<file path="src/logic/nvb_pkg.sv">
// package: register map, field layout, reset values and types of the byte store access block
package nvb_pkg;

    // =====================================================
    // special function register addresses
    localparam logic [7:0] NVB_ADDR_IND_PORT_ONE = 8'h02; // indirect access port one
    localparam logic [7:0] NVB_ADDR_IND_PTR_ONE = 8'h03; // indirect pointer one
    localparam logic [7:0] NVB_ADDR_BANK_SELECT = 8'h04; // bank select
    localparam logic [7:0] NVB_ADDR_LOC_INDEX = 8'h1E; // location index, bank 0
    localparam logic [7:0] NVB_ADDR_BYTE_BUF = 8'h1F; // byte buffer, bank 0
    localparam logic [7:0] NVB_ADDR_CONTROL = 8'h40; // control, bank 1 only
    localparam logic NVB_CONTROL_BANK = 1'b1; // bank holding the control register

    // =====================================================
    // field positions and reset values
    localparam int NVB_WRITE_PERMIT_POS = 3;
    localparam int NVB_WRITE_GO_POS = 2;
    localparam int NVB_READ_PERMIT_POS = 1;
    localparam int NVB_READ_GO_POS = 0;
    localparam int NVB_INDEX_W = 5; // location index bits
    localparam int NVB_DEPTH = 32; // locations in the store
    localparam logic [7:0] NVB_RESET_BYTE = 8'h00; // every register after reset
    localparam logic [7:0] NVB_UNMAPPED_READ = 8'h00; // answer for unknown addresses

    // =====================================================
    // timing: write length is set by a slow timer tick, in cycles of clk
    localparam int NVB_TICK_DIV = 16; // clk cycles per timer tick
    localparam int NVB_WRITE_TICKS = 64; // timer ticks per write cycle
    localparam int NVB_READ_CYCLES = 2; // clk cycles per read cycle

    // =====================================================
    // types
    typedef enum logic [1:0] {
        NVB_IDLE = 2'b00,
        NVB_WRITING = 2'b01,
        NVB_READING = 2'b10
    } nvb_state_t;

    typedef struct packed {
        logic write_permit_bit;
        logic write_go;
        logic read_permit_bit;
        logic read_go;
    } nvb_control_t;

    typedef struct packed {
        logic [7:0] addr; // special function register address
        logic wr; // one-cycle write strobe
        logic rd; // one-cycle read strobe
        logic [7:0] wdata; // write data
    } nvb_sfr_req_t;

endpackage

</file>
<file path="src/logic/nvb_ctrl.sv">
// module: byte-wide access controller for the 32x8 non-volatile data store
`timescale 1ns/1ps
`default_nettype none

// Function
// RULE1: provide 32 by 8 store, not memory mapped
// RULE2: each access moves exactly one byte
// RULE3: location index five bits, upper bits zero
// RULE4: byte buffer full eight bits, reset zero
// RULE5: index and buffer directly addressed in bank 0
// RULE6: software sets pointer 40H, bank 01H first
// RULE7: control bits 3..0, upper bits read zero
// RULE8: write permit clear blocks all writes
// RULE9: write go starts only with permit set
// RULE10: hardware clears write go when write ends
// RULE11: read permit clear blocks all reads
// RULE12: read go starts only with permit set
// RULE13: hardware clears read go, byte in buffer
// RULE14: software never sets both go bits together
// RULE15: read order: permit, index, then go
// RULE16: buffer keeps fetched byte until next access
// RULE17: software trusts buffer after read go clears
// RULE18: write go set right after write permit
// RULE19: write length set by separate internal timer
// RULE20: write end sets done flag, cleared on service
// RULE21: write stores buffer at latched start index
module nvb_ctrl #(
    parameter int TICK_DIV = nvb_pkg::NVB_TICK_DIV, // clk cycles per timer tick
    parameter int WRITE_TICKS = nvb_pkg::NVB_WRITE_TICKS // timer ticks per write
) (
    // clock and reset
    input wire logic clk,
    input wire logic reset_n,
    // special function register port
    input wire nvb_pkg::nvb_sfr_req_t sfr_req,
    output logic [7:0] sfr_rdata,
    // interrupt request
    input wire logic irq_serviced,
    output logic write_done_irq_flag,
    // status
    output logic store_busy
);
    import nvb_pkg::*;

    // =====================================================
    // decode helpers
    // true when an access reaches the control register, directly never
    function automatic logic hits_control(input logic [7:0] a, input logic [7:0] ptr,
                                          input logic bank);
        hits_control = (a == NVB_ADDR_IND_PORT_ONE) && (ptr == NVB_ADDR_CONTROL)
                       && (bank == NVB_CONTROL_BANK);
    endfunction

    // =====================================================
    // state
    logic [7:0] store_mem [NVB_DEPTH]; // the non-volatile array [RULE1]
    logic [NVB_INDEX_W-1:0] loc_index_q, loc_index_d; // location index bits
    logic [7:0] byte_buf_q, byte_buf_d; // byte buffer bits
    logic [7:0] ind_ptr_q, ind_ptr_d; // indirect pointer one
    logic bank_q, bank_d; // bank select, bit 0 only
    nvb_control_t ctrl_q, ctrl_d; // control register
    nvb_state_t state_q, state_d; // access sequencer
    logic [NVB_INDEX_W-1:0] wr_index_q, wr_index_d; // index latched at write start
    logic [15:0] div_q, div_d; // timer prescaler
    logic [15:0] cnt_q, cnt_d; // cycle length counter
    logic irq_q, irq_d; // write done request
    logic [7:0] rdata_q, rdata_d; // registered read answer
    logic tick; // one-cycle timer enable
    logic ctrl_wr; // software write to control
    logic store_we; // commit a byte to the array
    logic [7:0] ctrl_byte; // control as read back

    // =====================================================
    // write timer divider: a slow enable standing in for the separate timer,
    // so a write lasts many clk cycles and software must poll [RULE19]
    assign tick = (div_q == 16'(TICK_DIV - 1));

    assign ctrl_wr = sfr_req.wr && hits_control(sfr_req.addr, ind_ptr_q, bank_q); // [RULE6]
    // upper four bits are unimplemented and read zero [RULE7]
    assign ctrl_byte = {4'h0, ctrl_q.write_permit_bit, ctrl_q.write_go,
                        ctrl_q.read_permit_bit, ctrl_q.read_go};

    // =====================================================
    // next-state logic for registers and sequencer
    always_comb begin
        loc_index_d = loc_index_q;
        byte_buf_d = byte_buf_q;
        ind_ptr_d = ind_ptr_q;
        bank_d = bank_q;
        ctrl_d = ctrl_q;
        state_d = state_q;
        wr_index_d = wr_index_q;
        div_d = tick ? 16'h0000 : div_q + 16'h0001;
        cnt_d = cnt_q;
        irq_d = irq_q;
        store_we = 1'b0;

        // direct software writes
        if (sfr_req.wr) begin
            unique case (sfr_req.addr)
                NVB_ADDR_LOC_INDEX: begin
                    loc_index_d = sfr_req.wdata[NVB_INDEX_W-1:0]; // [RULE3] [RULE5]
                end
                NVB_ADDR_BYTE_BUF: begin
                    byte_buf_d = sfr_req.wdata; // [RULE4] [RULE5]
                end
                NVB_ADDR_IND_PTR_ONE: begin
                    ind_ptr_d = sfr_req.wdata;
                end
                NVB_ADDR_BANK_SELECT: begin
                    bank_d = sfr_req.wdata[0];
                end
                default: begin
                    // unmapped or indirect: handled below or ignored
                end
            endcase
        end

        // control register write: permit bits are plain, go bits only set
        if (ctrl_wr) begin
            ctrl_d.write_permit_bit = sfr_req.wdata[NVB_WRITE_PERMIT_POS];
            ctrl_d.read_permit_bit = sfr_req.wdata[NVB_READ_PERMIT_POS];
        end

        unique case (state_q)
            NVB_IDLE: begin
                // go needs the permit already stored, so one write
                // setting both only stores the permit and starts no write [RULE9] [RULE8]
                if (ctrl_wr && sfr_req.wdata[NVB_WRITE_GO_POS] && ctrl_q.write_permit_bit) begin
                    ctrl_d.write_go = 1'b1;
                    wr_index_d = loc_index_q; // [RULE21]
                    cnt_d = 16'h0000;
                    state_d = NVB_WRITING;
                end else if (ctrl_wr && sfr_req.wdata[NVB_READ_GO_POS]
                             && ctrl_q.read_permit_bit) begin
                    // write wins if software breaks the one-go rule [RULE12] [RULE11] [RULE14]
                    ctrl_d.read_go = 1'b1;
                    cnt_d = 16'h0000;
                    state_d = NVB_READING;
                end
            end
            NVB_WRITING: begin
                if (tick) begin
                    cnt_d = cnt_q + 16'h0001;
                end
                // end of write: store, self-clear go, raise request
                if (tick && (cnt_q == 16'(WRITE_TICKS - 1))) begin
                    store_we = 1'b1; // [RULE21] [RULE2]
                    ctrl_d.write_go = 1'b0; // [RULE10]
                    irq_d = 1'b1; // [RULE20]
                    state_d = NVB_IDLE;
                end
            end
            NVB_READING: begin
                cnt_d = cnt_q + 16'h0001;
                if (cnt_q == 16'(NVB_READ_CYCLES - 1)) begin
                    // fetched byte overrides a same-cycle buffer write [RULE13] [RULE16]
                    byte_buf_d = store_mem[loc_index_q];
                    ctrl_d.read_go = 1'b0; // [RULE13]
                    state_d = NVB_IDLE;
                end
            end
            default: begin
                state_d = NVB_IDLE;
            end
        endcase

        // service clears the request, a new completion wins [RULE20]
        if (irq_serviced && !store_we) begin
            irq_d = 1'b0;
        end
    end

    // =====================================================
    // read answer mux, registered one cycle after the strobe
    always_comb begin
        rdata_d = rdata_q;
        if (sfr_req.rd) begin
            if (hits_control(sfr_req.addr, ind_ptr_q, bank_q)) begin
                rdata_d = ctrl_byte; // [RULE7]
            end else if (sfr_req.addr == NVB_ADDR_LOC_INDEX) begin
                rdata_d = {3'b000, loc_index_q}; // upper bits zero [RULE3]
            end else if (sfr_req.addr == NVB_ADDR_BYTE_BUF) begin
                rdata_d = byte_buf_q; // [RULE4]
            end else if (sfr_req.addr == NVB_ADDR_IND_PTR_ONE) begin
                rdata_d = ind_ptr_q;
            end else if (sfr_req.addr == NVB_ADDR_BANK_SELECT) begin
                rdata_d = {7'h00, bank_q};
            end else begin
                rdata_d = NVB_UNMAPPED_READ;
            end
        end
    end

    // =====================================================
    // register stage
    always_ff @(posedge clk or negedge reset_n) begin
        if (!reset_n) begin
            loc_index_q <= '0;
            byte_buf_q <= NVB_RESET_BYTE;
            ind_ptr_q <= NVB_RESET_BYTE;
            bank_q <= 1'b0;
            ctrl_q <= '0; // all permits and go bits clear [RULE7]
            state_q <= NVB_IDLE;
            wr_index_q <= '0;
            div_q <= 16'h0000;
            cnt_q <= 16'h0000;
            irq_q <= 1'b0;
            rdata_q <= NVB_RESET_BYTE;
        end else begin
            loc_index_q <= loc_index_d;
            byte_buf_q <= byte_buf_d;
            ind_ptr_q <= ind_ptr_d;
            bank_q <= bank_d;
            ctrl_q <= ctrl_d;
            state_q <= state_d;
            wr_index_q <= wr_index_d;
            div_q <= div_d;
            cnt_q <= cnt_d;
            irq_q <= irq_d;
            rdata_q <= rdata_d;
        end
    end

    // =====================================================
    // array: no reset, contents are non-volatile
    always_ff @(posedge clk) begin
        if (store_we) begin
            store_mem[wr_index_q] <= byte_buf_q; // [RULE21]
        end
    end

    // =====================================================
    // outputs
    assign sfr_rdata = rdata_q;
    assign write_done_irq_flag = irq_q;
    assign store_busy = (state_q != NVB_IDLE);

endmodule
`default_nettype wire

</file>
<file path="config.mk">
export PLATFORM = sky130hd
export DESIGN_NAME = nvb_ctrl
export DESIGN_NICKNAME = d
export VERILOG_FILES = /design/src/logic/nvb_pkg.sv /design/src/logic/nvb_ctrl.sv
export SDC_FILE = /design/constraint.sdc
export NUM_CORES = 1
export LEC_CHECK = 0
export BUFFER_PORTS_ARGS = -buffer_cell sky130_fd_sc_hd__buf_4
export CORE_MARGIN = 2
export CORE_UTILIZATION = 45
export CTS_BUF_LIST = sky130_fd_sc_hd__clkbuf_16
export CTS_CLUSTER_DIAMETER = 100
export DETAILED_ROUTE_END_ITERATION = 8
export PLACE_DENSITY = 0.66
export REMOVE_ABC_BUFFERS = 1
export SKIP_CTS_REPAIR_TIMING = 1
export SLEW_MARGIN = 5
export SYNTH_ARGS = -nofsm -noshare
export SYNTH_HDL_FRONTEND = slang
export SYNTH_SLANG_ARGS = --single-unit
</file>
<file path="constraint.sdc">
create_clock -name clk -period 3.05 [get_ports clk]
set_input_delay 0.1525 -clock clk [delete_from_list [all_inputs] [get_ports clk]]
set_output_delay 0.1525 -clock clk [all_outputs]
set_load 0.05 [all_outputs]
</file>
; Word level (Yosys, flattened, before mapping)
; Memories as Yosys holds them, arrays and structs flattened.
; Cells that the tools add are included.
[totals]
memories = 1
out_inout_bits = 10
wordCells = 94
inputBits = 21
ff_bits = 74
ram_bits = 256
[classes]
n_addsub = 2
n_eq_ne = 18
muxes = 33
reduce_logical = 26
[memory_table]
columns = memory, words, word_bits, read_ports, rd_ports_with_merged_regs, write_ports, line
row1 = store_mem, 32, 8, 1, 0, 1, nvb_ctrl.sv:56  ; logic [7:0] store_mem [NVB_DEPTH];
[op_table]
columns = cell, n
row1 = 16-bit 2-to-1 mux, 4
row2 = 8-bit 2-to-1 mux, 8
row3 = 16-bit one-hot mux with 3 select lines, 1
row4 = "16-bit by 1-bit adder with 16-bit output, second input constant", 2
row5 = "16-bit by 1-bit equality test with 1-bit output, second input constant", 1
row6 = "16-bit by 4-bit equality test with 1-bit output, second input constant", 1
row7 = "16-bit by 6-bit equality test with 1-bit output, second input constant", 1
row8 = "8-bit by 2-bit equality test with 1-bit output, second input constant", 2
row9 = "8-bit by 5-bit equality test with 1-bit output, second input constant", 2
row10 = 1-bit 2-to-1 mux, 13
row11 = "2-bit inequality test, second input constant", 6
row12 = 2-bit AND reduction, 5
row13 = 2-bit nonzero test, 5
row14 = 1-bit logical AND, 9
row15 = 3-bit AND reduction, 3
row16 = "8-bit by 3-bit equality test with 1-bit output, second input constant", 1
row17 = "8-bit by 7-bit equality test with 1-bit output, second input constant", 1
row18 = 2-bit 2-to-1 mux, 4
row19 = 2-bit one-hot mux with 3 select lines, 1
row20 = 1-bit one-hot mux with 2 select lines, 2
row21 = 4-bit AND reduction, 1
row22 = "3-bit inequality test, second input constant", 1
row23 = 3-bit nonzero test, 1
row24 = "2-bit by 1-bit equality test with 1-bit output, second input constant", 1
row25 = 3 further kinds, 3

; Longest topological paths before layout
; Gate-level depths: netlist of the first run.
[depth]
ltp_word = 9
depth_mapped = 8
ltp_nobuf = 6

; Least setup slack after synthesis of the first run
; No wires, ideal clock.
[synth_timing]
path_kind = reg-to-reg
start = register cnt_q[0]
end = memory store_mem[24][0], enable pin
t_arrival_ps = 2221
n_path_buf = 1
setup_time_ps = 339
path_slack_ps = 491
synth_period_minus_slack_ps = 2559
required_time_ps = 2711
stages_incl_launch_ff = 8
path_cell_list = dfrtp_1 ha_1 nand3_1 or2_2 or4_4 or3_1 buf_6 nor2_2
[synth_between]
elab_chain_cells = 6
[synth_lines]
columns = item, line
row1 = start: declaration, nvb_ctrl.sv:65  ; logic [15:0] cnt_q, cnt_d;
row2 = start signal: assignment, nvb_ctrl.sv:219  ; cnt_q <= cnt_d;
row3 = 16-bit by 6-bit equality test with 1-bit output, nvb_ctrl.sv:147  ; if (tick && (cnt_q == 16'(WRITE_TICKS - 1))) begin
row4 = 1-bit logical AND, nvb_ctrl.sv:147
row5 = 1-bit 2-to-1 mux, nvb_ctrl.sv:147
row6 = 1-bit 2-to-1 mux, nvb_ctrl.sv:125  ; unique case (state_q)
row7 = 1-bit 2-to-1 mux, nvb_ctrl.sv:228  ; if (store_we) begin
row8 = 1-bit 2-to-1 mux (not written as such), nvb_ctrl.sv:229  ; store_mem[wr_index_q] <= byte_buf_q;
row9 = end: declaration, nvb_ctrl.sv:56
; No other way between the ends.

; Worst setup path in the final report of the first run
[layout_timing]
start = register cnt_q[0]
end = memory store_mem[24][6], enable pin
; Same word-level chain as after synthesis.

==> impl_metrics.tcl, run 1 <==
set metrics [dict create \
    nets 982 \
    crit_end "store_mem[24][6]" \
    clock_power_share 0.426 \
    grt_use_met1 0.2756 \
    cts_max_path_buffers 3 \
    seq_area_frac_synth 0.6850 \
    synth.avg_cell_area_sq_um 16.31 \
    crit_chain "ha_1 -> nand3_1 -> or2_2 -> or4_4 -> or3_1 -> buf_4 -> nor2_2 -> buf_4" \
    r2r-end "store_mem[24][6]" \
    initial_core_util 0.4564 \
    die_x_microns 179.9 \
    hold_path_class "input pin to flop" \
    gr-total-overflow 0 \
    gp_congestion 0.8154 \
    drt-vias-per-instance 5.863 \
    cts-root-buf "clkbuf_16" \
    period_needed_ns 2.782 \
    clk_latency_ns 0.53 \
    finalWorstSetupSlack_ns 0.2679 \
    drc_errors 0 \
    use_met3 0.03464 \
    utilization 0.5288 \
    finalSetupViolCount 0 \
    routedWlPerCell_microns 22.76 \
    r2r_setup_slack_ns 0.27 \
    arrival_ns 3.00 \
    drt_iter0_drc 630 \
    dp.final_hpwl_microns 20150 \
    antenna_found_initial 0 \
    numCtsBuffers 35 \
    rows 64 \
    synth-seq-cells 330 \
    hold_ws_ns 0.01971 \
    p_sw_frac 0.2119 \
    rr_startpoint "cnt_q[0]" \
    seqPwrFrac 0.533 \
    ant_nets 0 \
    die_h_microns 179.9 \
    p_leak_nw 5.644 \
    critPathKind "flop to flop" \
    worst-path-max-fanout 8 \
    synthesis.area_sq_mm 0.01393 \
    worst_slew_pin_slew_ns 1.250 \
    synth_edf_count 256 \
    cp.depth 8 \
    io_pins 31 \
    cp-startpoint "cnt_q[0]" \
    final_hold_viol_count 0 \
    drive_gt1_frac 0.2589 \
    maxSlewHeadroom 0.1664 \
    h-tree-depth 2 \
    drv_cap 0 \
    fmax_mhz 359.4 \
    synthArstFlopShare 0.2242 \
    switchingPower_mw 1.960 \
    grt_pass1_wl_microns 48030 \
    p_int_mw 7.290 \
    synth.distinct_cells 76 \
    vias 8074 \
    busiest_layer "met2" \
    met2_usage 0.3070 \
    fin_tns_setup_ns 0 \
    cts_tree "done" \
    ir_drop_mv 0.2901 \
    place_ws_ns 0.2766 \
    reg2reg_depth 8 \
    crit_family "simple AND/OR/NAND/NOR gates" \
    final_max_slew_viol_count 0 \
    dr.pass1.iters 5 \
    core_area_sq_mm 0.03051 \
    clock-sinks 330 \
    grt_pass1_vias 8143 \
    fp.dieArea_sq_mm 0.03237 \
    synth_ff_type "edfxtp_1" \
    cp-end-kind "flop" \
    power.density_mw_per_mm2 573.3 \
    io_buffers 30 \
    syn2layout_area_growth_pct 15.85 \
    period_share 0.9122 \
    status "complete, no violations" \
    cp_common_cell "buf_4" \
    grt_max_degree 75 \
    critical_path_required_ns 3.27 \
    cts.clk_slew.worst_paths_ns 0.06 \
    path_buf_inv 2 \
    wl_microns 31330 \
    ys_warn_count 0 \
    combPwrFrac 0.041 \
    gr-usage-all-layers 0.1935 \
    startpoint_type "flop" \
    fin_worst_skew_ns 0.01862 \
    diodes 0 \
    syn_inst 854 \
    cp_slowest_cell "or4_4" \
    critPathMaxStageDelay_ns 0.46 \
    rsz0062_at_grt "no" \
]
-- how the worst min path moves through the flow --
stage / end / slack [ns] / depth (start not counted) / startpoint
floorplan: bank_q / -0.14 / 0 / reset_n
detailed placement: write_done_irq_flag / 0.36 / 2 / irq_serviced
finish: bank_q / 0.02 / 3 / sfr_req[9]
CTS: div_q[7] / -0.18 / 1 / reset_n
global route: bank_q / 0.02 / 3 / sfr_req[9]
global placement: div_q[12] / 0.35 / 1 / reset_n
-- placed cells by master (no fill, tap or decap), types with 4 or more instances in the layout --
cell type / synthesis / final
edfxtp_1: 256 / 256
buf_4: 3 / 90
dfrtp_1: 74 / 72
nor2_1: 62 / 62
mux4_2: 55 / 55
clkbuf_16: 0 / 35
inv_1: 19 / 32
nand2_1: 28 / 28
mux2i_1: 26 / 26
mux2_2: 26 / 26
nand3_1: 25 / 25
o31ai_1: 24 / 24
o21ai_0: 20 / 20
nand4_1: 14 / 14
dlygate4sd3_1: 0 / 12
xnor2_1: 11 / 11
and2_1: 10 / 10
nor2b_1: 10 / 10
a22oi_1: 10 / 10
a31oi_1: 10 / 10
a22o_1: 8 / 8
nor2_2: 8 / 8
a21oi_1: 7 / 7
a221oi_1: 7 / 7
nor3_1: 6 / 6
clkinv_1: 1 / 6
o41ai_1: 6 / 6
ha_1: 6 / 6
and3_1: 5 / 5
a32oi_1: 5 / 5
nand3b_1: 5 / 5
clkinv_2: 0 / 5
buf_12: 0 / 4
-- cells in the mapped netlist, drive strengths merged, types with 8 or more instances --
library cell / instances / area [sq um]
nand4: 15 / 100.1
mux4: 55 / 1239
inv: 19 / 71.32
nand3: 26 / 135.1
o21ai: 20 / 100.1
dfrtp: 74 / 1852
nor2b: 10 / 62.56
nor3: 10 / 76.33
clkbuf: 18 / 67.56
edfxtp: 256 / 7687
o31ai: 24 / 180.2
buf: 21 / 122.6
nor4: 8 / 107.6
and2: 11 / 70.07
nand2: 28 / 105.1
mux2i: 26 / 260.3
nor2: 70 / 282.8
mux2: 26 / 292.8
a22oi: 10 / 75.07
a31oi: 10 / 62.56
xnor2: 11 / 96.34
a22o: 8 / 70.07
-- per-stage QoR --
step	cell area, sq um	power, mW	cells
2_1_floorplan	13700	5.204	812
3_3_place_gp	14960	5.385	1302
3_5_place_dp	14960	5.390	1302
4_1_cts	16010	9.322	1365
5_1_grt	16130	9.524	1377
6_report	16130	9.249	1377
-- tightest hold or removal path: cells and delay by family --
family / cells / cell delay, ns
buffers and inverters: 1 / 0.14
multiplexers: 1 / 0.14
AND/OR/NAND/NOR: 1 / 0.06
-- cells by family after synthesis --
| logic type | count (synthesis) | share of synthesized area |
|---|---|---|
| AND/OR/NAND/NOR | 211 | 0.08608 |
| multiplexers | 107 | 0.1287 |
| buffers and inverters | 62 | 0.02147 |
| AO/OA/AOI/OAI | 124 | 0.06460 |
| adder cells (fa/ha/maj) | 6 | 0.005391 |
| XOR/XNOR | 14 | 0.008805 |
| flip-flops | 330 | 0.6850 |
-- registers in the layout, summed over array words and instances (netlist names) --
| name | count |
|---|---|
| store_mem | 256 |
| cnt_q | 16 |
| div_q | 16 |
| byte_buf_q | 8 |
| ind_ptr_q | 8 |
| sfr_rdata | 8 |
| loc_index_q | 5 |
| wr_index_q | 5 |
| ctrl_byte | 4 |
| state_q | 2 |
| bank_q | 1 |
| write_done_irq_flag | 1 |
-- power by group through the flow --
stage,Clock [mW],Sequential [mW],Combinational [mW]
finish,3.94,4.93,0.380
floorplan,0,5.04,0.162
global placement,0,5.02,0.366
CTS,4.02,4.93,0.370
detailed placement,0,5.02,0.369
global route,4.18,4.93,0.407
-- area by class of cell --
type,instances,area [sq um]
fill,2406,14380
multi-input combinational,462,4088
inverter,20,75.07
timing repair buffer,106,875.8
clock buffer,35,875.8
clock inverter,28,178.9
tap,396,495.5
sequential,330,9544
-- routing by layer --
layer	routed length, microns	share of wire
met4	781	0.025
met2	14700	0.47
met1	13920	0.44
met3	1933	0.062
met5	0	0
No activity file was read; power rests on OpenSTA's default activity.
==> inputs of run 2 (changes only) <==
--- a/config.mk
+++ b/config.mk
@@ -6,12 +6,16 @@
 export NUM_CORES = 1
 export LEC_CHECK = 0
 export BUFFER_PORTS_ARGS = -buffer_cell sky130_fd_sc_hd__buf_4
+export CELL_PAD_IN_SITES_DETAIL_PLACEMENT = 0
+export CELL_PAD_IN_SITES_GLOBAL_PLACEMENT = 1
 export CORE_MARGIN = 2
 export CORE_UTILIZATION = 45
 export CTS_BUF_LIST = sky130_fd_sc_hd__clkbuf_16
 export CTS_CLUSTER_DIAMETER = 100
 export DETAILED_ROUTE_END_ITERATION = 8
-export PLACE_DENSITY = 0.66
+export HOLD_SLACK_MARGIN = 0.05
+export MAX_ROUTING_LAYER = met4
+export PLACE_DENSITY = 0.73
 export REMOVE_ABC_BUFFERS = 1
 export SKIP_CTS_REPAIR_TIMING = 1
 export SLEW_MARGIN = 5
==> run 2 against run 1 <==
Sequential cell count unchanged. Power increased by 2.0%. Sequential power is essentially flat. Combinational power shrank 2%. Largest cell class unchanged. Wire length up 0.92%. Die area stayed put. Highest routed layer unchanged. Final area rose by 0.60%. First-iteration DRC count grew 3.2%. Worst setup slack got worse by 0.035 ns. Utilization rose by 0.32 points.
==> impl_metrics.tcl, run 2 (synthesized netlist as in run 1, its figures left out) <==
set metrics [dict create \
    gp_congestion 0.7854 \
    fin_cells 1385 \
    cts_max_path_buffers 3 \
    clock-sinks 330 \
    largest_register_ff_count 256 \
    syn2layout_area_growth_pct 16.54 \
    fp.dieArea_sq_mm 0.03237 \
    seqPwrFrac 0.523 \
    top_register "store_mem" \
    worst_slew_pin_slew_ns 0.9790 \
    dp.final_hpwl_microns 20280 \
    crit_chain "ha_1 -> nand3_1 -> or2_2 -> or4_4 -> or3_1 -> buf_4 -> nor2_2 -> buf_4" \
    finalWorstSetupSlack_ns 0.2328 \
    critPathKind "flop to flop" \
    dr.pass1.iters 5 \
    fin_worst_skew_ns 0.01481 \
    hold_ws_ns 0.1109 \
    cp_slowest_cell "or4_4" \
    drv_cap 0 \
    arrival_ns 3.04 \
    ir_drop_mv 0.2845 \
    power.density_mw_per_mm2 581.5 \
    cts.clk_slew.worst_paths_ns 0.06 \
    vias 8000 \
    startpoint_type "flop" \
    grt_max_degree 75 \
    gr-total-overflow 0 \
    nets 989 \
    routedWlPerCell_microns 22.83 \
    rows 64 \
    h-tree-depth 2 \
    combPwrFrac 0.040 \
    clock_power_share 0.437 \
    multi_input_area_sq_mm 0.004088 \
    critPathMaxStageDelay_ns 0.45 \
    hold_path_class "input pin to flop" \
    final_hold_viol_count 0 \
    gr-usage-all-layers 0.2032 \
    maxSlewHeadroom 0.3473 \
    final_max_slew_viol_count 0 \
    critical_path_required_ns 3.28 \
    period_needed_ns 2.817 \
    place_inst 1307 \
    io_pins 31 \
    grt_pass1_vias 8219 \
    die_x_microns 179.9 \
    finalSetupViolCount 0 \
    period_share 0.9237 \
    wl_microns 31620 \
    p_sw_frac 0.2105 \
    worst-path-max-fanout 8 \
    cts-root-buf "clkbuf_16" \
    core_area_sq_mm 0.03051 \
    path_buf_inv 2 \
    largestRegisters "store_mem x256, cnt_q x16, div_q x16" \
    ant_nets 0 \
    fin_tns_setup_ns 0 \
    final_common_cell "edfxtp_1" \
    drc_errors 0 \
    crit_family "simple AND/OR/NAND/NOR gates" \
    antenna_found_initial 0 \
    fillers 2405 \
    die_h_microns 179.9 \
    numCtsBuffers 36 \
    diodes 0 \
    io_buffers 30 \
    seqCellArea_sq_mm 0.009547 \
    cp-end-kind "flop" \
    cts_tree "done" \
    drt_iter0_drc 650 \
    status "complete, no violations" \
    initial_core_util 0.4564 \
    cp_common_cell "buf_4" \
    final_cell_mix "256 x edfxtp_1, 97 x buf_4, 72 x dfrtp_1" \
    grt_pass1_wl_microns 48830 \
    drive_gt1_frac 0.2619 \
    p_leak_nw 5.695 \
    p_int_mw 7.450 \
    rsz0062_at_grt "no" \
    clk_latency_ns 0.52 \
    place_ws_ns 0.2490 \
    drt-vias-per-instance 5.776 \
    switchingPower_mw 1.987 \
    fmax_mhz 355.0 \
]
run 2: changes by cell type in the layout (fill, tap and decap cells not counted), moves of 2 or more:
cell,change
buf_12,-2
buf_4,+7
clkbuf_16,+3
clkinv_1,+3
clkinv_2,-2
inv_6,-2
run 2: final timing paths:
kind / from / cells after the start / endpoint / slack [ns]
setup / recovery: cnt_q[0] / 8 / store_mem[24][4] / 0.23
hold reg to reg: cnt_q[15] / 1 / cnt_q[15] / 0.48
min in group asynchronous: reset_n / 2 / div_q[7] / 0.33
setup reg to reg: cnt_q[0] / 8 / store_mem[24][4] / 0.23
hold / removal: sfr_req[12] / 5 / bank_q / 0.11
max in group asynchronous: reset_n / 2 / loc_index_q[1] / 1.97
run 2: power groups by stage:
stage / clock network (mW) / registers, mW / logic (mW)
after floorplan: 0 / 5.04 / 0.162
after global routing: 4.37 / 4.94 / 0.405
after CTS: 4.20 / 4.94 / 0.365
final: 4.13 / 4.93 / 0.374
after detailed placement: 0 / 5.03 / 0.364
after global placement: 0 / 5.03 / 0.362
run 2: layer usage:
metal,routed length (microns),GRT usage,vias to the layer above
met5,0,-,-
met4,626,0.05203,0
met3,1735,0.03302,45
met2,14810,0.3108,244
met1,14450,0.2866,4087
li1,-,-,3624
run 2: through the flow:
step	power (mW)	util	cell area, sq um
floorplan	5.204	-	13700
global placement	5.390	0.4908	14970
detailed placement	5.393	0.4908	14970
CTS	9.502	0.5277	16100
global route	9.710	0.5319	16230
finish	9.437	0.5319	16230
run 2: worst register-to-register path, cell delays in order, from the launching register on:
cell,delay [ns]
dfrtp_1,0.43
ha_1,0.24
nand3_1,0.16
or2_2,0.39
or4_4,0.45
or3_1,0.32
buf_4,0.22
nor2_2,0.13
buf_4,0.19
run 2: final cells by class:
| class | count | area share |
|---|---|---|
| Multi-Input combinational cell | 462 | 0.2519 |
| Inverter | 20 | 0.004626 |
| Clock inverter | 27 | 0.01079 |
| Timing Repair Buffer | 112 | 0.05535 |
| Clock buffer | 38 | 0.05859 |
| Sequential cell | 330 | 0.5882 |
| Tap cell | 396 | 0.03053 |
==> inputs of run 3 (changes only) <==
--- a/config.mk
+++ b/config.mk
@@ -8,6 +8,7 @@
 export BUFFER_PORTS_ARGS = -buffer_cell sky130_fd_sc_hd__buf_4
 export CELL_PAD_IN_SITES_DETAIL_PLACEMENT = 0
 export CELL_PAD_IN_SITES_GLOBAL_PLACEMENT = 1
+export CORE_ASPECT_RATIO = 1.1
 export CORE_MARGIN = 2
 export CORE_UTILIZATION = 45
 export CTS_BUF_LIST = sky130_fd_sc_hd__clkbuf_16
==> run 3 against run 2 <==
Count of clock-buffer cells in the layout is 4 lower. Clock skew is 0.0036 ns higher. Hold slack better by 0.011 ns. Sequential power hardly changed. Sequential share of layout area is 0.40 points higher. Critical path depth stayed put. Non-clock buffer count is 8 lower. Critical path type unchanged. Critical endpoint is now store_mem[28][6].
==> impl_metrics.tcl, run 3 (synthesized netlist as in run 1, its figures left out) <==
set metrics [dict create \
    status "complete, no violations" \
    top_register "store_mem" \
    critical_path_required_ns 3.26 \
    grt_pass1_wl_microns 48340 \
    period_needed_ns 2.808 \
    reg2reg_depth 8 \
    dr.pass1.iters 5 \
    fin_cells 1390 \
    clock-sinks 330 \
    io_buffers 30 \
    antenna_found_initial 0 \
    largestRegisters "store_mem x256, cnt_q x16, div_q x16" \
    io_pins 31 \
    nets 979 \
    arrival_ns 3.02 \
    min_path_cells 3 \
    syn2layout_area_growth_pct 15.73 \
    drive_gt1_frac 0.2613 \
    finalSetupViolCount 0 \
    rr_startpoint "cnt_q[0]" \
    worst_slew_pin_slew_ns 1.165 \
    p_total_mw 9.197 \
    wl_microns 31580 \
    power.density_mw_per_mm2 570.6 \
    seqCellArea_sq_mm 0.009544 \
    rows 67 \
    ir_drop_mv 0.3202 \
    grt_pass1_vias 8032 \
    period_share 0.9206 \
    r2r_setup_slack_ns 0.24 \
    diodes 0 \
    die_x_microns 171.7 \
    drt-vias-per-instance 5.726 \
    ant_nets 0 \
    final_max_slew_viol_count 0 \
    cts.clk_slew.worst_paths_ns 0.06 \
    final_cell_mix "256 x edfxtp_1, 88 x buf_4, 72 x dfrtp_1" \
    final_hold_viol_count 0 \
    grt_max_degree 75 \
    clk_latency_ns 0.52 \
    gr-total-overflow 0 \
    place_inst 1317 \
    critPathKind "flop to flop" \
    worst-path-max-fanout 8 \
    cts_max_path_buffers 3 \
    initial_core_util 0.4576 \
    cp-startpoint "cnt_q[0]" \
    drt_iter0_drc 721 \
    finalWorstSetupSlack_ns 0.2421 \
    vias 7959 \
    h-tree-depth 2 \
    cp-end-kind "flop" \
    postLayoutCellArea_sq_mm 0.01612 \
    maxSlewHeadroom 0.2235 \
    hold_path_class "input pin to flop" \
    drv_cap 0 \
    routedWlPerCell_microns 22.72 \
    placed_area_sq_mm 0.01495 \
    numCtsBuffers 34 \
    p_leak_nw 5.599 \
    multi_input_area_sq_mm 0.004088 \
    fp.dieArea_sq_mm 0.03237 \
    drc_errors 0 \
    cts_tree "done" \
    final_common_cell "edfxtp_1" \
    fin_worst_skew_ns 0.01845 \
    gp_congestion 0.7818 \
    die_h_microns 188.5 \
    crit_end "store_mem[28][6]" \
    fmax_mhz 356.1 \
    rsz0062_at_grt "no" \
    place_ws_ns 0.2948 \
    r2r-end "store_mem[28][6]" \
    startpoint_type "flop" \
    core_area_sq_mm 0.03043 \
    gr-usage-all-layers 0.2056 \
    dp.final_hpwl_microns 20570 \
    fillers 2449 \
    largest_register_ff_count 256 \
    cts-root-buf "clkbuf_16" \
]
run 3: worst min-delay path by stage:
stage | from | endpoint | slack (ns)
2_1_floorplan | reset_n | bank_q | -0.14
3_3_place_gp | irq_serviced | write_done_irq_flag | 0.36
3_5_place_dp | reset_n | cnt_q[10] | 0.37
4_1_cts | reset_n | cnt_q[10] | -0.18
5_1_grt | sfr_req[10] | sfr_rdata[6] | 0.13
6_report | sfr_req[10] | sfr_rdata[6] | 0.12
run 3: power by group:
part,switching [mW],total (mW),internal (mW)
combinational,0.223,0.389,0.167
sequential,0.0623,4.93,4.86
clock,1.67,3.88,2.21
run 3: cell type report:
class / count / share of cell area
clock inverter: 26 / 0.01180
clock buffer: 34 / 0.05279
multi-input combinational: 462 / 0.2536
tap: 414 / 0.03214
timing repair buffer: 104 / 0.05279
sequential: 330 / 0.5922
inverter: 20 / 0.004658
run 3: routing by layer:
layer,track usage,part of all wire,up-vias
li1,-,-,3597
met4,0.06432,0.026,0
met2,0.3230,0.49,246
met5,-,0,-
met3,0.03235,0.056,43
met1,0.2775,0.43,4073
run 3: metrics by stage:
| step | utilization | setup TNS, ns | hold slack [ns] |
|---|---|---|---|
| after floorplan | - | -4.795 | -0.1431 |
| after global placement | 0.4911 | 0 | 0.3627 |
| after detailed placement | 0.4911 | 0 | 0.3686 |
| after CTS | 0.5253 | 0 | -0.1800 |
| after global routing | 0.5296 | 0 | 0.1269 |
| final | 0.5296 | 0 | 0.1215 |
run 3: worst max-delay path, cell delays in order (launching register included):
cell and delay, ns:
dfrtp_1 0.42, ha_1 0.24, nand3_1 0.17, or2_2 0.40, or4_4 0.44, or3_1 0.31, buf_4 0.21, nor2_2 0.12
buf_4 0.18
